## config.mk

```make
export PLATFORM = sky130hd
export DESIGN_NAME = dpram_top
export DESIGN_NICKNAME = d
export VERILOG_FILES = /design/src/hdl/dpram_top.v
export VERILOG_INCLUDE_DIRS = /design/src /design/src/hdl
export SDC_FILE = /design/constraint.sdc
export NUM_CORES = 1
export LEC_CHECK = 0
export BUFFER_PORTS_ARGS = -buffer_cell sky130_fd_sc_hd__buf_4
export CAP_MARGIN = 30
export CELL_PAD_IN_SITES_DETAIL_PLACEMENT = 1
export CELL_PAD_IN_SITES_GLOBAL_PLACEMENT = 2
export CORE_AREA = 3 3 187 189
export CTS_CLUSTER_DIAMETER = 80
export CTS_CLUSTER_SIZE = 16
export DETAILED_ROUTE_END_ITERATION = 10
export DIE_AREA = 0 0 190 192
export PLACE_DENSITY_LB_ADDON = 0.1
export SYNTH_ARGS = -nofsm -noshare
export SYNTH_HDL_FRONTEND = slang
export SYNTH_SLANG_ARGS = --single-unit
```

## constraint.sdc

```tcl
create_clock -name MCLK -period 0.8 [get_ports MCLK]
set_clock_uncertainty 0.05 [all_clocks]
set_input_delay 0.2 -clock MCLK [delete_from_list [all_inputs] [get_ports MCLK]]
set_output_delay 0.2 -clock MCLK [all_outputs]
set_load 0.01 [all_outputs]
```

## src/hdl/dpram_consts.vh

```
`ifndef DPRAM_CONSTS_VH
`define DPRAM_CONSTS_VH

// write modes
`define DPRAM_WM_NEW_FIRST   2'h0
`define DPRAM_WM_HOLD_OUT    2'h1
`define DPRAM_WM_OLD_FIRST   2'h2

// cascade position
`define DPRAM_CASC_NONE      2'h0
`define DPRAM_CASC_FIRST     2'h1
`define DPRAM_CASC_MIDDLE    2'h2
`define DPRAM_CASC_LAST      2'h3

// output-stage reset precedence
`define DPRAM_PREC_RESET     1'b0
`define DPRAM_PREC_CLK_EN    1'b1

// port clock sharing
`define DPRAM_CLK_INDEPENDENT 1'b0
`define DPRAM_CLK_COMMON      1'b1

// geometry: words of 64 data + 8 parity bits
`define DPRAM_WORDS_SMALL    256
`define DPRAM_WORDS_LARGE    512
`define DPRAM_VEC_BITS       256
`define DPRAM_DATA_BITS      32768
`define DPRAM_PAR_BITS       4096
`define DPRAM_KEY_PERIOD     12

// reset / init constant defaults
`define DPRAM_CONST_RESET    72'h00_0000_0000_0000_0000
`define DPRAM_CONTENT_RESET  32768'h0
`define DPRAM_PARITY_RESET   4096'h0

// wake-up after powerdown release, in clock cycles
`define DPRAM_WAKE_CYCLES    2'h2

`endif

```

## src/hdl/dpram_top.v

```verilog
`timescale 1ns/1ps
`default_nettype none
`include "dpram_consts.vh"

module dpram_port #(
  parameter        DW_LOG     = 0,
  parameter        HAS_PAR    = 0,
  parameter        PIPE       = 1,
  parameter        CE_FIRST   = 0,
  parameter [1:0]  WMODE      = `DPRAM_WM_NEW_FIRST,
  parameter [71:0] RST_CONST  = `DPRAM_CONST_RESET,
  parameter [71:0] INIT_CONST = `DPRAM_CONST_RESET,
  parameter [1:0]  CASC       = `DPRAM_CASC_NONE,
  parameter        ADDR_HOLD  = 0
) (
  input  wire        clk,        // port clock
  input  wire        rst_n,      // configuration reset
  input  wire        active,     // memory awake and port in use
  input  wire        en,         // port enable
  input  wire        we,         // write strobe
  input  wire [14:0] addr,       // entry address
  input  wire        addr_cap,   // address capture enable
  input  wire [63:0] rd_word,    // memory data shifted to bit 0
  input  wire [7:0]  rd_par,     // memory parity shifted to bit 0
  input  wire [63:0] din,        // write data
  input  wire [7:0]  parity_write_bus,       // write parity
  input  wire        srst,       // output stage sync reset
  input  wire        ce,         // output stage clock enable
  input  wire [71:0] casc_in,    // lower memory output
  input  wire        casc_sel,   // take lower memory output
  output wire [14:0] eff_addr,   // address used this cycle
  output wire [63:0] dmask,      // data lane mask
  output wire [7:0]  pmask,      // parity lane mask
  output wire [63:0] dout,       // read data
  output wire [7:0]  parity_read_bus       // read parity
);
  localparam DW = 1 << DW_LOG;
  localparam PW = HAS_PAR ? (DW >> 3) : 0;
  localparam [63:0] DM = {64{1'b1}} >> (64 - DW);
  localparam [7:0]  PM = HAS_PAR ? (8'hFF >> (8 - PW)) : 8'h00;
  localparam [71:0] RST_HI  = RST_CONST >> DW;
  localparam [71:0] INIT_HI = INIT_CONST >> DW;
  localparam [71:0] RST_V  = {RST_HI[7:0] & PM, RST_CONST[63:0] & DM};
  localparam [71:0] INIT_V = {INIT_HI[7:0] & PM, INIT_CONST[63:0] & DM};
  localparam CASC_TAKE = (CASC == `DPRAM_CASC_MIDDLE) || (CASC == `DPRAM_CASC_LAST);

  reg  [14:0] held_addr;
  reg  [71:0] out_latch;
  reg  [71:0] out_reg;
  wire [71:0] rd_v = {rd_par & PM, rd_word & DM};
  wire [71:0] wr_v = {parity_write_bus & PM, din & DM};

  assign dmask    = DM;
  assign pmask    = PM;
  // low capture enable reuses last captured address [RL13]
  assign eff_addr = (ADDR_HOLD && !addr_cap) ? held_addr : addr;
  // pipeline adds one cycle; latch is visible right after the access edge [RL20]
  assign dout     = PIPE ? out_reg[63:0] : out_latch[63:0];
  assign parity_read_bus    = PIPE ? out_reg[71:64] : out_latch[71:64];

  always @(posedge clk)
  begin
    if (!rst_n)
      held_addr <= 15'h0000;
    else if (addr_cap)
      held_addr <= addr;
  end

  always @(posedge clk)
  begin
    if (!rst_n)
      out_latch <= INIT_V;                          // [RL18]
    else if (active && en)
    begin
      if (!PIPE && srst)
        out_latch <= RST_V;                         // [RL5] [RL6]
      else if (CASC_TAKE && casc_sel)
        out_latch <= casc_in;                       // [RL11]
      else if (!we)
        out_latch <= rd_v;
      else
      begin
        case (WMODE)                                // [RL7] [RL21]
          `DPRAM_WM_NEW_FIRST: out_latch <= wr_v;
          `DPRAM_WM_OLD_FIRST: out_latch <= rd_v;
          default:             out_latch <= out_latch;
        endcase
      end
    end
  end

  // reset wins unless clock-enable precedence was chosen
  always @(posedge clk)
  begin
    if (!rst_n)
      out_reg <= INIT_V;                            // [RL18]
    else if (PIPE)
    begin
      if (srst && (!CE_FIRST || ce))
        out_reg <= RST_V;                           // [RL1] [RL2] [RL5]
      else if (ce)
        out_reg <= out_latch;
    end
  end
endmodule // dpram_port

// Operation
// RL1: per-port reset or clock-enable precedence, reset default
// RL2: with enable precedence, reset needs enable high
// RL3: powerdown input synchronous by default, else asynchronous
// RL4: user idles enables around powerdown and wake
// RL5: sync reset loads per-port reset constant
// RL6: without pipeline, reset loads the output latch
// RL7: write modes new-first, hold-output, old-first
// RL8: simple dual-port needs equal write modes
// RL9: port A widths 0..18, 36 large, not simple
// RL10: port B widths to 36, 72 simple large
// RL11: cascade position first, middle, last or none
// RL12: clocks common only when tied to one source
// RL13: low capture enable reuses previous address
// RL14: content zero default, 64 or 128 vectors
// RL15: vector n covers bits n*256 upward
// RL16: parity content zero default, 8 or 16 vectors
// RL17: rolling-key slots always start at zero
// RL18: output stage takes initial constant after configuration
// RL19: cascaded memories share output initial value
// RL20: pipeline adds one cycle of read latency
// RL21: write shows new, old, or unchanged output
module dpram_top #(
  parameter          LARGE            = 1,
  parameter          SIMPLE_DUAL      = 0,
  parameter          POWERDOWN_ASYNC  = 0,
  parameter          PORT_CLK_SHARING = `DPRAM_CLK_INDEPENDENT,
  parameter          KEY_SLOT_INDEX   = 1,
  parameter          WIDTH_A          = 0,
  parameter          WIDTH_B          = 0,
  parameter          PIPE_A           = 1,
  parameter          PIPE_B           = 1,
  parameter          PREC_A           = `DPRAM_PREC_RESET,
  parameter          PREC_B           = `DPRAM_PREC_RESET,
  parameter [1:0]    WMODE_A          = `DPRAM_WM_NEW_FIRST,
  parameter [1:0]    WMODE_B          = `DPRAM_WM_NEW_FIRST,
  parameter [1:0]    CASC_A           = `DPRAM_CASC_NONE,
  parameter [1:0]    CASC_B           = `DPRAM_CASC_NONE,
  parameter          ADDR_HOLD_A      = 0,
  parameter          ADDR_HOLD_B      = 0,
  parameter [71:0]   RST_CONST_A      = `DPRAM_CONST_RESET,
  parameter [71:0]   RST_CONST_B      = `DPRAM_CONST_RESET,
  parameter [71:0]   INIT_CONST_A     = `DPRAM_CONST_RESET,
  parameter [71:0]   INIT_CONST_B     = `DPRAM_CONST_RESET,
  parameter [32767:0] CONTENT_INIT    = `DPRAM_CONTENT_RESET,
  parameter [4095:0] PARITY_INIT      = `DPRAM_PARITY_RESET
) (
  input  wire        MCLK,        // shared port clock
  input  wire        RESETN,      // sync reset, active low
  input  wire        POWERDOWN,   // powerdown request pin
  input  wire        A_EN,        // port a enable
  input  wire        A_WE,        // port a write
  input  wire [14:0] A_ADDR,      // port a entry address
  input  wire        A_ADDR_CAP,  // port a address capture enable
  input  wire [63:0] A_DIN,       // port a write data
  input  wire [7:0]  A_PARITY_WRITE_BUS,      // port a write parity
  input  wire        A_OSRST,     // port a output stage reset
  input  wire        A_OCE,       // port a output stage clock enable
  input  wire [71:0] A_CASC_IN,   // port a lower memory output
  input  wire        A_CASC_SEL,  // port a take lower output
  output wire [63:0] A_DOUT,      // port a read data
  output wire [7:0]  A_PARITY_READ_BUS,     // port a read parity
  input  wire        B_EN,        // port b enable
  input  wire        B_WE,        // port b write
  input  wire [14:0] B_ADDR,      // port b entry address
  input  wire        B_ADDR_CAP,  // port b address capture enable
  input  wire [63:0] B_DIN,       // port b write data
  input  wire [7:0]  B_PARITY_WRITE_BUS,      // port b write parity
  input  wire        B_OSRST,     // port b output stage reset
  input  wire        B_OCE,       // port b output stage clock enable
  input  wire [71:0] B_CASC_IN,   // port b lower memory output
  input  wire        B_CASC_SEL,  // port b take lower output
  output wire [63:0] B_DOUT,      // port b read data
  output wire [7:0]  B_PARITY_READ_BUS,     // port b read parity
  output wire        MEM_AWAKE,   // memory out of powerdown
  output wire        CLK_COMMON,  // ports treated as one clock
  output wire        CFG_FAULT    // illegal option combination
);
  function integer wlog;
    input integer w;
    begin
      case (w)
        2:       wlog = 1;
        4:       wlog = 2;
        9:       wlog = 3;
        18:      wlog = 4;
        36:      wlog = 5;
        72:      wlog = 6;
        default: wlog = 0;
      endcase
    end
  endfunction

  function legal_w;
    input integer w;
    input integer top;
    begin
      legal_w = (w == 0) || (w == 1) || (w == 2) || (w == 4) || (w == 9) ||
                (w == 18) || (w == 36 && top >= 36) || (w == 72 && top >= 72);
    end
  endfunction

  localparam WORDS  = LARGE ? `DPRAM_WORDS_LARGE : `DPRAM_WORDS_SMALL;
  localparam [8:0] WMASK = LARGE ? 9'h1ff : 9'h0ff;
  localparam LOG_A  = wlog(WIDTH_A);
  localparam LOG_B  = wlog(WIDTH_B);
  localparam PAR_A  = (WIDTH_A >= 9) ? 1 : 0;
  localparam PAR_B  = (WIDTH_B >= 9) ? 1 : 0;
  localparam PLOG_A = PAR_A ? LOG_A - 3 : 0;
  localparam PLOG_B = PAR_B ? LOG_B - 3 : 0;
  localparam TOP_A  = LARGE ? 36 : 18;
  localparam TOP_B  = SIMPLE_DUAL ? (LARGE ? 72 : 36) : (LARGE ? 36 : 18);
  // widths and simple dual-port restrictions [RL9] [RL10] [RL8]
  localparam FAULT  = !legal_w(WIDTH_A, TOP_A) || !legal_w(WIDTH_B, TOP_B) ||
                      (SIMPLE_DUAL && WIDTH_A != 0) ||
                      (SIMPLE_DUAL && WMODE_A != WMODE_B);
  localparam KEY_SLOT = (KEY_SLOT_INDEX % `DPRAM_KEY_PERIOD) == 0;

  reg [63:0] mem_d [0:`DPRAM_WORDS_LARGE-1];
  reg [7:0]  mem_p [0:`DPRAM_WORDS_LARGE-1];
  integer    i;

  // vector n lands on bits n*256 up; rolling-key slots ignore user content
  initial
  begin
    for (i = 0; i < `DPRAM_WORDS_LARGE; i = i + 1)
    begin
      mem_d[i] = (KEY_SLOT || i >= WORDS) ? 64'h0 : CONTENT_INIT[i*64 +: 64]; // [RL14] [RL15] [RL17]
      mem_p[i] = (KEY_SLOT || i >= WORDS) ? 8'h0 : PARITY_INIT[i*8 +: 8];     // [RL16] [RL17]
    end
  end

  // powerdown: two flops in both modes; async adds a retiming stage
  reg       pd_meta;
  reg       pd_sync;
  reg       pd_samp;
  reg [1:0] wake_cnt;
  wire      pd_now = POWERDOWN_ASYNC ? pd_samp : pd_sync;   // [RL3]

  always @(posedge MCLK)
  begin
    if (!RESETN)
    begin
      pd_meta  <= 1'b0;
      pd_sync  <= 1'b0;
      pd_samp  <= 1'b0;
      wake_cnt <= 2'h0;
    end
    else
    begin
      pd_meta <= POWERDOWN;
      pd_sync <= pd_meta;
      pd_samp <= pd_sync;
      // enables are expected idle here, so no access is lost [RL4]
      if (pd_now)
        wake_cnt <= `DPRAM_WAKE_CYCLES;
      else if (wake_cnt != 2'h0)
        wake_cnt <= wake_cnt - 2'h1;
    end
  end

  assign MEM_AWAKE  = !pd_now && (wake_cnt == 2'h0);
  // single clock here, so only the tied-together case may report common [RL12]
  assign CLK_COMMON = (PORT_CLK_SHARING == `DPRAM_CLK_COMMON);
  assign CFG_FAULT  = FAULT;

  wire        act_a = MEM_AWAKE && (WIDTH_A != 0 || SIMPLE_DUAL) && !FAULT;
  wire        act_b = MEM_AWAKE && (WIDTH_B != 0) && !FAULT;
  wire [14:0] ea_a;
  wire [14:0] ea_b;
  wire [63:0] dm_a;
  wire [63:0] dm_b;
  wire [7:0]  pm_a;
  wire [7:0]  pm_b;
  wire [14:0] bit_a  = ea_a << LOG_A;
  wire [14:0] bit_b  = ea_b << LOG_B;
  wire [11:0] pbit_a = ea_a[11:0] << PLOG_A;
  wire [11:0] pbit_b = ea_b[11:0] << PLOG_B;
  wire [8:0]  wd_a   = bit_a[14:6] & WMASK;
  wire [8:0]  wd_b   = bit_b[14:6] & WMASK;
  wire [8:0]  pw_a   = pbit_a[11:3] & WMASK;
  wire [8:0]  pw_b   = pbit_b[11:3] & WMASK;
  wire [63:0] rw_a   = mem_d[wd_a] >> bit_a[5:0];
  wire [63:0] rw_b   = mem_d[wd_b] >> bit_b[5:0];
  wire [7:0]  rp_a   = mem_p[pw_a] >> pbit_a[2:0];
  wire [7:0]  rp_b   = mem_p[pw_b] >> pbit_b[2:0];
  wire        wr_a   = act_a && A_EN && A_WE && !SIMPLE_DUAL;
  wire        wr_b   = act_b && B_EN && B_WE;

  // port b is applied last, so it wins a same-word collision
  always @(posedge MCLK)
  begin
    if (wr_a)
    begin
      mem_d[wd_a] <= (mem_d[wd_a] & ~(dm_a << bit_a[5:0])) |
                     ((A_DIN & dm_a) << bit_a[5:0]);
      if (PAR_A)
        mem_p[pw_a] <= (mem_p[pw_a] & ~(pm_a << pbit_a[2:0])) |
                       ((A_PARITY_WRITE_BUS & pm_a) << pbit_a[2:0]);
    end
    if (wr_b)
    begin
      mem_d[wd_b] <= (mem_d[wd_b] & ~(dm_b << bit_b[5:0])) |
                     ((B_DIN & dm_b) << bit_b[5:0]);
      if (PAR_B)
        mem_p[pw_b] <= (mem_p[pw_b] & ~(pm_b << pbit_b[2:0])) |
                       ((B_PARITY_WRITE_BUS & pm_b) << pbit_b[2:0]);
    end
  end

  dpram_port #(
    .DW_LOG(LOG_A), .HAS_PAR(PAR_A), .PIPE(PIPE_A), .CE_FIRST(PREC_A),
    .WMODE(WMODE_A), .RST_CONST(RST_CONST_A), .INIT_CONST(INIT_CONST_A),
    .CASC(CASC_A), .ADDR_HOLD(ADDR_HOLD_A)
  ) u_port_a (
    .clk(MCLK), .rst_n(RESETN), .active(act_a), .en(A_EN), .we(wr_a),
    .addr(A_ADDR), .addr_cap(A_ADDR_CAP), .rd_word(rw_a), .rd_par(rp_a),
    .din(A_DIN), .parity_write_bus(A_PARITY_WRITE_BUS), .srst(A_OSRST), .ce(A_OCE),
    .casc_in(A_CASC_IN), .casc_sel(A_CASC_SEL), .eff_addr(ea_a),
    .dmask(dm_a), .pmask(pm_a), .dout(A_DOUT), .parity_read_bus(A_PARITY_READ_BUS)
  );

  dpram_port #(
    .DW_LOG(LOG_B), .HAS_PAR(PAR_B), .PIPE(PIPE_B), .CE_FIRST(PREC_B),
    .WMODE(WMODE_B), .RST_CONST(RST_CONST_B), .INIT_CONST(INIT_CONST_B),
    .CASC(CASC_B), .ADDR_HOLD(ADDR_HOLD_B)
  ) u_port_b (
    .clk(MCLK), .rst_n(RESETN), .active(act_b), .en(B_EN), .we(wr_b),
    .addr(B_ADDR), .addr_cap(B_ADDR_CAP), .rd_word(rw_b), .rd_par(rp_b),
    .din(B_DIN), .parity_write_bus(B_PARITY_WRITE_BUS), .srst(B_OSRST), .ce(B_OCE),
    .casc_in(B_CASC_IN), .casc_sel(B_CASC_SEL), .eff_addr(ea_b),
    .dmask(dm_b), .pmask(pm_b), .dout(B_DOUT), .parity_read_bus(B_PARITY_READ_BUS)
  );
endmodule // dpram_top

`default_nettype wire

```

==> tab_implementation.tex, run 1 <==
\begin{tabular}{lr}
\hline
Metric & Value \\
\hline
\multicolumn{2}{l}{\textbf{Place}} \\
\quad Total placed instance area & 0.00128 mm2 \\
\quad Count of port buffers added during placement & 3 \\
\quad Final weighted congestion of routability-driven global placement & 0.538 \\
\quad Total half-perimeter wirelength after legalization and detailed placement & 1740 um \\
\multicolumn{2}{l}{\textbf{Clock tree}} \\
\quad Clock tree from TritonCTS & done \\
\quad Clock sink total & 4 \\
\quad Post-CTS Setup Inserts & 0 \\
\quad Clock tree root buffer cell & clkbuf\_16 \\
\quad Worst-path clk slew & 0.03 ns \\
\quad Clk\_lat worst skew & 0.22 ns \\
\quad Buffer depth of the longest clock path & 2 \\
\quad Number of clock buffers inserted by TritonCTS & 3 \\
\quad Depth of the CTS H-tree & 1 \\
\multicolumn{2}{l}{\textbf{Global routing}} \\
\quad First-pass GRT wire length & 1650 um \\
\quad Via count of the first global-routing pass & 325 \\
\quad Total congestion overflow & 0 \\
\quad GR Util All Layers & 0.00628 \\
\quad Antenna violations before repair & 0 \\
\quad Pin count of the biggest net entering global routing & 5 \\
\multicolumn{2}{l}{\textbf{Drt}} \\
\quad Number of DRC violations after detailed routing & 0 \\
\quad ANT nets after route & 0 \\
\quad Via count of the routed design & 476 \\
\quad Post-detailed-route wirelength per cell & 2.94 um \\
\quad Post-detailed-route via-to-cell ratio & 0.775 \\
\quad Detailed-route wire length & 1810 um \\
\quad DR pass1 iterations & 2 \\
\quad Number of DRC markers after the initial detailed-route iteration & 2 \\
\multicolumn{2}{l}{\textbf{STA}} \\
\quad Least setup slack across all paths after layout & -0.304 ns \\
\quad Post-layout minimum cycle time & 1.10 ns \\
\quad Maximum clock frequency & 906 MHz \\
\quad Period utilization & 1.38 \\
\quad RSZ-0062 raised after global routing & true \\
\quad Number of endpoints with negative hold slack in the final report & 0 \\
\quad Setup tns final & -0.304 ns \\
\quad Number of max-slew violations in the final report & 0 \\
\quad Final setup violating endpoints & 1 \\
\multicolumn{2}{l}{\textbf{Outcome}} \\
\quad Failing checks & setup timing \\
\quad Run status & complete, but fails checks \\
\multicolumn{2}{l}{\textbf{Worst setup path}} \\
\quad Required time of the critical path & 0.55 ns \\
\quad Setup Crit Path Kind & reg2out \\
\quad Maximum fanout along the worst path & 2 \\
\quad Crit path capture type & primary output \\
\quad WP data arrival & 0.85 ns \\
\quad Element type at the critical path start & flop \\
\multicolumn{2}{l}{\textbf{Cells and area}} \\
\quad Top library cells by usage in the layout, fill and taps aside & 146 x conb\_1, 6 x buf\_4, 3 x clkbuf\_16 \\
\quad FILL cells & 4056 \\
\quad Area used by sequential logic in the layout & 82.6 um2 \\
\quad Final core utilization & 0.0408 \\
\quad Commonest non-fill, non-tap cell in the layout & conb\_1 \\
\quad Relative area change from synthesis to final layout & 11.9\% \\
\quad Layout Cell Area excl Fill & 0.00137 mm2 \\
\quad Diode count & 0 \\
\quad Area of the multi-input gates & 602 um2 \\
\quad Nets & 501 \\
\quad Share of final-layout standard cells stronger than drive strength 1 & 0.0964 \\
\multicolumn{2}{l}{\textbf{Die}} \\
\quad Die Span Y & 192 um \\
\quad Starting utilization of the core area & 0.0365 \\
\quad Floorplan die width & 190 um \\
\quad Core region area & 0.0334 mm2 \\
\quad Area enclosed by the die boundary & 0.0365 mm2 \\
\quad Placement row count & 67 \\
\quad Ports & 480 \\
\multicolumn{2}{l}{\textbf{Pwr}} \\
\quad Maximum resistive drop on vdd & 0.000430 V \\
\quad Total power divided by cell area & 992 mW/mm2 \\
\quad Standby leakage power & 0.593 nW \\
\multicolumn{2}{l}{\textbf{Logic synthesis}} \\
\quad Post-synthesis sequential element count & 4 \\
\quad Number of instances in the synthesized netlist & 158 \\
\quad Cell types with the largest area share after synthesis & buf\_4 90\%, dfxtp\_1 6.6\%, and2\_2 1.2\%, nor3\_1 0.82\%, nor2b\_1 0.51\% \\
\quad Portion of synthesized cell area occupied by the leading cell type & 0.898 \\
\quad Sequential element share of the synthesized area & 0.0656 \\
\quad Area of the mapped netlist & 0.00122 mm2 \\
\quad Count of warnings emitted by yosys & 0 \\
\quad Syn avg cell area & 7.72 um2 \\
\quad Number of library cell types mapped by synthesis & 8 \\
\quad Cell type with the highest aggregate area in the netlist & buf\_4 \\
\multicolumn{2}{l}{\textbf{Flow run}} \\
\quad Total of max-cap violations & 0 \\
\multicolumn{2}{l}{\textbf{Min path}} \\
\quad Worst hold path type & in2reg \\
\hline
\end{tabular}
==> through the flow <==
| step | hold WS [ns] | cells | setup slack, ns | power (mW) |
|---|---|---|---|---|
| after detailed placement | 0.382 | 611 | -0.0881 | 0.546 |
| final | 0.148 | 614 | -0.304 | 1.35 |
| after CTS | 0.148 | 614 | -0.327 | 1.34 |
| after global placement | 0.384 | 611 | -0.103 | 0.546 |
| after floorplan | 0.275 | 303 | 0.00814 | 1.05 |
| after global routing | 0.149 | 614 | -0.345 | 1.43 |
==> cells by family (layout without fill, tap and decap cells) <==
logic type | count (synthesis) | count (layout) | share of synthesized area
other | 1 | 146 | 0.00307
AND/OR/NAND/NOR | 6 | 6 | 0.0287
AO/OA/AOI/OAI | 1 | 1 | 0.00410
buffers and inverters | 146 | 9 | 0.898
flip-flops | 4 | 4 | 0.0656
==> final timing paths <==
kind,cells past startpoint,startpoint,end,slack [ns]
max reg2reg,3,wake_cnt[0],wake_cnt[1],0.02
min reg2reg,1,pd_meta,pd_now,0.41
min,2,POWERDOWN,pd_meta,0.15
max,2,pd_now,MEM_AWAKE,-0.30
==> state kept, by name (all words and copies together), names as in the netlist <==
signal    flops
pd_meta       1
wake_cnt      2
pd_now        1
==> synth_stat cells <==
master / instances
buf_4: 146
nand2_1: 1
a21oi_1: 1
and2_2: 2
nor3_1: 2
dfxtp_1: 4
nor2b_1: 1
conb_1: 1
==> worst max-delay path, cell delays in order, from the launching register on <==
cell,delay [ns]
dfxtp_2,0.31
nor3_2,0.17
buf_4,0.15
==> power by group <==
group	switching, mW	leakage (nW)	total [mW]	internal [mW]
Combinational	0.341	0.523	0.364	0.0229
Sequential	0.00369	0.0336	0.212	0.209
Clock	0.139	0.0370	0.778	0.638
==> timing repair <==
action	CTS	global route
endpoints found under the hold margin	0	0
hold buffers	0	0
gates resized for setup	2	2
pin swaps	1	0
endpoints found under the setup margin	2	3
==> metal layers <==
metal  vias to the layer above  part of all wire  GRT usage
li1                        200                 -          -
met1                       203              0.13    0.00273
met5                         -                 0          0
met2                        69              0.66     0.0130
met4                         0             0.024    0.00768
met3                         4              0.19    0.00329
==> area by class of cell <==
| cell class | count | area share |
|---|---|---|
| multi-input combinational | 153 | 0.441 |
| sequential | 4 | 0.0605 |
| clock buffer | 3 | 0.0550 |
| tap | 448 | 0.411 |
| timing repair buffer | 6 | 0.0330 |
No activity file was read; power rests on OpenSTA's default activity.
==> run 2: changes to the inputs <==
SETUP_SLACK_MARGIN = 0.05   (was not set)
==> run 2 against run 1 <==
Effect of this change: the flow still finishes with violations (setup timing); via count grew 0.63%; first-iteration DRC count grew to 4.5 times the previous value; critical path depth is the same; register-to-register slack is essentially flat; total power grew 0.54%; utilization grew 0.064 points; sequential share of layout area is essentially flat; die area is the same; global-route usage is essentially flat; flip-flop and latch count is the same; wire length grew 2.2%; largest power group unchanged.
==> tab_implementation.tex, run 2 (synthesized netlist as in run 1, its figures left out) <==
\begin{tabular}{lr}
\hline
Metric & Value \\
\hline
\multicolumn{2}{l}{\textbf{Outcome}} \\
\quad Run status & complete, but fails checks \\
\quad Failing checks & setup timing \\
\multicolumn{2}{l}{\textbf{Pwr}} \\
\quad Comb power frac & 0.273 (+0.004) \\
\quad Total power divided by cell area & 982 mW/mm2 (-1.0\%) \\
\quad Share of total power in sequential cells & 0.157 (about the same) \\
\quad Internal power & 0.875 mW (+0.63\%) \\
\quad Standby leakage power & 0.600 nW (+1.2\%) \\
\quad Net switching fraction of the power & 0.357 (-0.000551) \\
\quad Share of total power in the clock network & 0.569 (-0.005) \\
\quad Power after layout & 1.36 mW (+0.54\%) \\
\quad Maximum resistive drop on vdd & 0.000411 V (-4.5\%) \\
\quad P\_sw & 0.486 mW (+0.39\%) \\
\multicolumn{2}{l}{\textbf{Cells and area}} \\
\quad Nets & 501 (unchanged) \\
\quad Share of final-layout standard cells stronger than drive strength 1 & 0.108 (+0.0120) \\
\quad Relative area change from synthesis to final layout & 13.6\% \\
\quad Diode count & 0 (unchanged) \\
\quad FILL cells & 4038 (-0.44\%) \\
\quad Final core utilization & 0.0414 (+0.000636) \\
\quad Number of non-filler instances in the completed layout & 614 (unchanged) \\
\quad Largest reg by FF count & wake\_cnt \\
\quad Commonest non-fill, non-tap cell in the layout & conb\_1 \\
\quad Number of flip-flops under the largest register name & 2 (unchanged) \\
\quad Top library cells by usage in the layout, fill and taps aside & 146 x conb\_1, 3 x clkbuf\_16, 3 x buf\_4, 3 x buf\_6, 3 x dfxtp\_2 \\
\multicolumn{2}{l}{\textbf{Clock tree}} \\
\quad Hold buffer count at cts & 0 (unchanged) \\
\quad Clk\_lat worst skew & 0.22 ns (about the same) \\
\quad Clock tree from TritonCTS & done \\
\quad Depth of the CTS H-tree & 1 (unchanged) \\
\quad Number of clock buffers inserted by TritonCTS & 3 (unchanged) \\
\quad Clock sink total & 4 (unchanged) \\
\quad Buffer depth of the longest clock path & 2 (unchanged) \\
\quad Worst-path clk slew & 0.03 ns (about the same) \\
\quad Clock tree root buffer cell & clkbuf\_16 \\
\multicolumn{2}{l}{\textbf{Worst setup path}} \\
\quad WP data arrival & 0.86 ns (about the same) \\
\quad Maximum fanout along the worst path & 2 (unchanged) \\
\quad Crit path capture type & primary output \\
\quad Required time of the critical path & 0.55 ns (about the same) \\
\quad Setup Crit Path Kind & reg2out \\
\quad Element type at the critical path start & flop \\
\multicolumn{2}{l}{\textbf{Drt}} \\
\quad ANT nets after route & 0 (unchanged) \\
\quad Detailed-route wire length & 1850 um (+2.2\%) \\
\quad Via count of the routed design & 479 (+0.63\%) \\
\quad DR pass1 iterations & 2 (unchanged) \\
\quad Number of DRC violations after detailed routing & 0 (unchanged) \\
\quad Number of DRC markers after the initial detailed-route iteration & 9 (+7) \\
\quad Post-detailed-route via-to-cell ratio & 0.780 (+0.63\%) \\
\quad Post-detailed-route wirelength per cell & 3.00 um (+2.2\%) \\
\multicolumn{2}{l}{\textbf{STA}} \\
\quad Period utilization & 1.39 (+0.00745) \\
\quad Maximum clock frequency & 901 MHz (-0.54\%) \\
\quad Final setup violating endpoints & 1 (unchanged) \\
\quad Least setup slack across all paths after layout & -0.310 ns (-0.00596 ns) \\
\quad RSZ-0062 raised after global routing & true \\
\quad Post-layout minimum cycle time & 1.11 ns (+0.00596 ns) \\
\quad Number of endpoints with negative hold slack in the final report & 0 (unchanged) \\
\quad Number of max-slew violations in the final report & 0 (unchanged) \\
\multicolumn{2}{l}{\textbf{Die}} \\
\quad Core region area & 0.0334 mm2 (unchanged) \\
\quad Die Span Y & 192 um (unchanged) \\
\quad Starting utilization of the core area & 0.0365 (unchanged) \\
\quad Area enclosed by the die boundary & 0.0365 mm2 (unchanged) \\
\quad Placement row count & 67 (unchanged) \\
\quad Floorplan die width & 190 um (unchanged) \\
\quad Ports & 480 (unchanged) \\
\multicolumn{2}{l}{\textbf{Min path}} \\
\quad Worst hold path type & in2reg \\
\multicolumn{2}{l}{\textbf{Place}} \\
\quad Count of port buffers added during placement & 3 (unchanged) \\
\quad Total half-perimeter wirelength after legalization and detailed placement & 1780 um (+2.3\%) \\
\quad Placed cell count & 611 (unchanged) \\
\quad Final weighted congestion of routability-driven global placement & 0.537 (-0.30\%) \\
\multicolumn{2}{l}{\textbf{Flow run}} \\
\quad Total of max-cap violations & 0 (unchanged) \\
\multicolumn{2}{l}{\textbf{Global routing}} \\
\quad Total congestion overflow & 0 (unchanged) \\
\quad Pin count of the biggest net entering global routing & 5 (unchanged) \\
\quad Antenna violations before repair & 0 (unchanged) \\
\quad Via count of the first global-routing pass & 323 (-0.62\%) \\
\quad First-pass GRT wire length & 1630 um (-1.3\%) \\
\quad GR Util All Layers & 0.00617 (-0.000115) \\
\hline
\end{tabular}
==> run 2: changes by cell type in the layout (fill, tap and decap cells not counted) <==
cell,previous run,this run
nor3_2,2,1
dfxtp_2,2,3
nor3_4,0,1
nand2_1,1,0
nand2_2,0,1
buf_4,6,3
buf_6,0,3
dfxtp_1,2,1
==> run 2: metal layers <==
metal	vias up	routed length, um	part of all wire	global-route usage
met5	-	0	0	0
met4	0	50	0.027	0.00853
met3	4	310	0.17	0.00201
met2	70	1230	0.67	0.0130
met1	205	249	0.13	0.00284
li1	200	-	-	-
==> run 2: final cells by class <==
| cell class | count | area (um2) | area share |
|---|---|---|---|
| tap | 448 | 561 | 0.404 |
| sequential | 4 | 83.8 | 0.0605 |
| clock buffer | 3 | 75.1 | 0.0542 |
| timing repair buffer | 6 | 56.3 | 0.0406 |
| multi-input combinational | 153 | 611 | 0.440 |
==> run 2: what timing repair did <==
item	in CTS	in global routing
gates resized for setup	8	0
pin swaps	1	1
endpoints found under the hold margin	0	0
setup endpoints to repair	3	3
buffers inserted	0	0
==> run 2: power groups by stage <==
stage / clock [mW] / combinational, mW / sequential (mW)
floorplan: 0 / 0.840 / 0.216
global placement: 0 / 0.334 / 0.217
detailed placement: 0 / 0.333 / 0.216
CTS: 0.792 / 0.341 / 0.214
global route: 0.811 / 0.421 / 0.215
finish: 0.775 / 0.372 / 0.214
==> run 2: final timing paths <==
check                                 start          end  slack, ns  cells after the start
worst max register to register  wake_cnt[0]  wake_cnt[1]       0.03                      3
worst min-delay path              POWERDOWN      pd_meta       0.15                      2
worst max-delay path                 pd_now    MEM_AWAKE      -0.31                      2
worst min register to register      pd_meta       pd_now       0.40                      1
==> run 2: metrics by stage <==
stage	setup WS (ns)	area (um2)	TNS (ns)	hold WS (ns)
2_1_floorplan	0.0303	1780	0	0.276
3_3_place_gp	-0.0943	1290	-0.147	0.390
3_5_place_dp	-0.0933	1290	-0.137	0.384
4_1_cts	-0.331	1390	-0.331	0.153
5_1_grt	-0.336	1390	-0.341	0.164
6_report	-0.310	1390	-0.310	0.153
==> run 2: critical path, stage by stage (launching register included) <==
cell     delay [ns]
dfxtp_2        0.32
nor3_4         0.19
buf_6          0.13
==> run 3: changes to the inputs <==
PLACE_DENSITY = 0.8   (was not set)
PLACE_DENSITY_LB_ADDON = not set   (was 0.1)
==> run 3 against run 2 <==
Effect of this change: the run still ends with setup timing left; worst setup slack gained 0.021 ns; flip-flop and latch count is the same; final area is the same; global-route usage shrank 0.18 points; non-clock buffer count shrank 1; maximum frequency grew 1.9%; sequential power is essentially flat; total power shrank 1.4%; largest power group unchanged; largest cell class unchanged; first-iteration DRC count shrank 100%; highest routed layer unchanged; hold slack gained 0.0010 ns; final cell count shrank 0.16%; clock-buffer cell count is the same.
==> tab_implementation.tex, run 3 (synthesized netlist as in run 1, its figures left out) <==
\begin{tabular}{lr}
\hline
Metric & Value \\
\hline
\multicolumn{2}{l}{\textbf{Cells and area}} \\
\quad Diode count & 0 (unchanged) \\
\quad Final core utilization & 0.0414 (unchanged) \\
\quad Nets & 500 (-0.20\%) \\
\quad Relative area change from synthesis to final layout & 13.6\% (unchanged) \\
\quad Share of final-layout standard cells stronger than drive strength 1 & 0.0970 (-0.0115) \\
\quad Commonest non-fill, non-tap cell in the layout & conb\_1 \\
\quad Number of non-filler instances in the completed layout & 613 (-0.16\%) \\
\quad Top library cells by usage in the layout, fill and taps aside & 146 x conb\_1, 3 x clkbuf\_16, 3 x buf\_4, 3 x dfxtp\_2 \\
\quad Area of the multi-input gates & 622 um2 (+1.8\%) \\
\quad FILL cells & 4057 (+0.47\%) \\
\quad Number of flip-flops under the largest register name & 2 (unchanged) \\
\quad Largest reg by FF count & wake\_cnt \\
\quad Area used by sequential logic in the layout & 83.8 um2 (unchanged) \\
\multicolumn{2}{l}{\textbf{Worst setup path}} \\
\quad End of the worst register-to-register path & wake\_cnt[1] \\
\quad Start of the worst register-to-register path & pd\_now \\
\quad Buf/Inv on CP & 1 (unchanged) \\
\quad Highest cell delay on the worst timing path & 0.32 ns (about the same) \\
\quad Flop2flop setup slack & 0 ns (-0.03 ns) \\
\quad Required time of the critical path & 0.55 ns (about the same) \\
\quad Top cell family by delay on the critical path & flip-flops \\
\quad Element type at the critical path start & flop \\
\quad Crit path capture type & primary output \\
\quad Cells along the critical path & nor3\_4, buf\_6 \\
\quad Standard cell with the maximum stage delay on the critical path & dfxtp\_2 \\
\quad WP data arrival & 0.84 ns (-0.02 ns) \\
\quad Maximum fanout along the worst path & 2 (unchanged) \\
\quad R2r worst-path depth & 3 (unchanged) \\
\quad Setup Crit Path Kind & reg2out \\
\multicolumn{2}{l}{\textbf{Drt}} \\
\quad Post-detailed-route wirelength per cell & 2.34 um (-22\%) \\
\quad Detailed-route wire length & 1440 um (-22\%) \\
\quad Post-detailed-route via-to-cell ratio & 0.767 (-1.7\%) \\
\quad ANT nets after route & 0 (unchanged) \\
\quad Number of DRC markers after the initial detailed-route iteration & 0 (-9) \\
\quad Via count of the routed design & 470 (-1.9\%) \\
\quad Number of DRC violations after detailed routing & 0 (unchanged) \\
\quad DR pass1 iterations & 1 (-1) \\
\multicolumn{2}{l}{\textbf{STA}} \\
\quad Number of max-slew violations in the final report & 0 (unchanged) \\
\quad Number of endpoints with negative hold slack in the final report & 0 (unchanged) \\
\quad Final setup violating endpoints & 2 (+1) \\
\quad Least setup slack across all paths after layout & -0.289 ns (+0.0206 ns) \\
\quad Post-layout minimum cycle time & 1.09 ns (-0.0206 ns) \\
\quad Maximum clock frequency & 918 MHz (+1.9\%) \\
\quad Period utilization & 1.36 (-0.0258) \\
\quad RSZ-0062 raised after global routing & true \\
\multicolumn{2}{l}{\textbf{Global routing}} \\
\quad Antenna violations before repair & 0 (unchanged) \\
\quad GR Util All Layers & 0.00441 (-0.00176) \\
\quad Via count of the first global-routing pass & 299 (-7.4\%) \\
\quad First-pass GRT wire length & 1300 um (-20\%) \\
\quad Total congestion overflow & 0 (unchanged) \\
\quad Pin count of the biggest net entering global routing & 5 (unchanged) \\
\multicolumn{2}{l}{\textbf{Pwr}} \\
\quad Maximum resistive drop on vdd & 0.000517 V (+26\%) \\
\quad Standby leakage power & 0.591 nW (-1.6\%) \\
\quad Power after layout & 1.34 mW (-1.4\%) \\
\quad Total power divided by cell area & 968 mW/mm2 (-1.4\%) \\
\multicolumn{2}{l}{\textbf{Place}} \\
\quad Final weighted congestion of routability-driven global placement & 0.463 (-14\%) \\
\quad Total half-perimeter wirelength after legalization and detailed placement & 1320 um (-26\%) \\
\quad Count of port buffers added during placement & 3 (unchanged) \\
\quad Placed cell count & 610 (-0.16\%) \\
\multicolumn{2}{l}{\textbf{Clock tree}} \\
\quad Clock tree root buffer cell & clkbuf\_16 \\
\quad Worst-path clk slew & 0.03 ns (about the same) \\
\quad Depth of the CTS H-tree & 1 (unchanged) \\
\quad Clock sink total & 4 (unchanged) \\
\quad Hold buffer count at cts & 0 (unchanged) \\
\quad Clock tree from TritonCTS & done \\
\quad Buffer depth of the longest clock path & 2 (unchanged) \\
\quad Number of clock buffers inserted by TritonCTS & 3 (unchanged) \\
\quad Clk\_lat worst skew & 0.22 ns (about the same) \\
\multicolumn{2}{l}{\textbf{Min path}} \\
\quad Critical hold path startpoint & POWERDOWN \\
\quad Hold Path Cell Cnt & 2 (unchanged) \\
\quad Worst hold path type & in2reg \\
\quad Endpoint of the worst hold-timing path & pd\_meta \\
\multicolumn{2}{l}{\textbf{Outcome}} \\
\quad Failing checks & setup timing \\
\quad Run status & complete, but fails checks \\
\multicolumn{2}{l}{\textbf{Die}} \\
\quad Placement row count & 67 (unchanged) \\
\quad Area enclosed by the die boundary & 0.0365 mm2 (unchanged) \\
\quad Floorplan die width & 190 um (unchanged) \\
\quad Die Span Y & 192 um (unchanged) \\
\quad Starting utilization of the core area & 0.0365 (unchanged) \\
\quad Ports & 480 (unchanged) \\
\quad Core region area & 0.0334 mm2 (unchanged) \\
\multicolumn{2}{l}{\textbf{Flow run}} \\
\quad Total of max-cap violations & 0 (unchanged) \\
\hline
\end{tabular}
==> run 3: cell types whose count changed in the layout (fill, tap and decap cells not counted), sizes merged <==
cell	delta
buf	-1
==> run 3: worst reg2reg max path: stages, from the launching register on <==
cell and delay (ns):
dfxtp_2 0.32, buf_4 0.15, a21oi_4 0.11, nor2b_1 0.06
==> run 3: what timing repair did <==
item | in CTS | in global routing
hold endpoints to repair | 0 | 0
pin swaps | 1 | 0
gates cloned | 0 | 0
buffers inserted | 0 | 0
gates resized for setup | 6 | 2
endpoints found under the setup margin | 3 | 3
==> run 3: how the worst max path moves through the flow <==
stage | cells after the start | to | startpoint | slack [ns]
6_report | 2 | MEM_AWAKE | pd_now | -0.29
5_1_grt | 2 | MEM_AWAKE | wake_cnt[0] | -0.33
4_1_cts | 2 | MEM_AWAKE | pd_now | -0.30
3_5_place_dp | 2 | MEM_AWAKE | pd_now | -0.07
3_3_place_gp | 2 | MEM_AWAKE | pd_now | -0.06
2_1_floorplan | 1 | MEM_AWAKE | pd_now | 0.03
==> run 3: cell type report <==
| class | count | share of cell area |
|---|---|---|
| flip-flops and latches | 4 | 0.0605 |
| multi-input cells | 153 | 0.449 |
| well taps | 448 | 0.404 |
| repair buffers | 5 | 0.0325 |
| clock buffers | 3 | 0.0542 |
==> run 3: metal layers <==
layer	part of all wire	up-vias	global-route usage
li1	-	198	-
met1	0.17	200	0.00437
met2	0.63	70	0.00720
met3	0.18	2	0.00146
met4	0.023	0	0.00426
met5	0	-	0
==> run 3: through the flow <==
stage / TNS, ns / hold slack, ns / worst slack [ns] / instance area [um2]
floorplan: 0 / 0.276 / 0.0303 / 1780
CTS: -0.297 / 0.154 / -0.297 / 1370
detailed placement: -0.125 / 0.378 / -0.0652 / 1280
finish: -0.293 / 0.154 / -0.289 / 1390
global route: -0.358 / 0.154 / -0.330 / 1390
global placement: -0.0631 / 0.377 / -0.0609 / 1280
==> run 3: where the power goes <==
part | switching, mW | internal, mW | total [mW] | leakage [nW]
clock network | 0.125 | 0.637 | 0.763 | 0.0370
logic | 0.338 | 0.0271 | 0.365 | 0.520
registers | 0.00600 | 0.209 | 0.215 | 0.0341
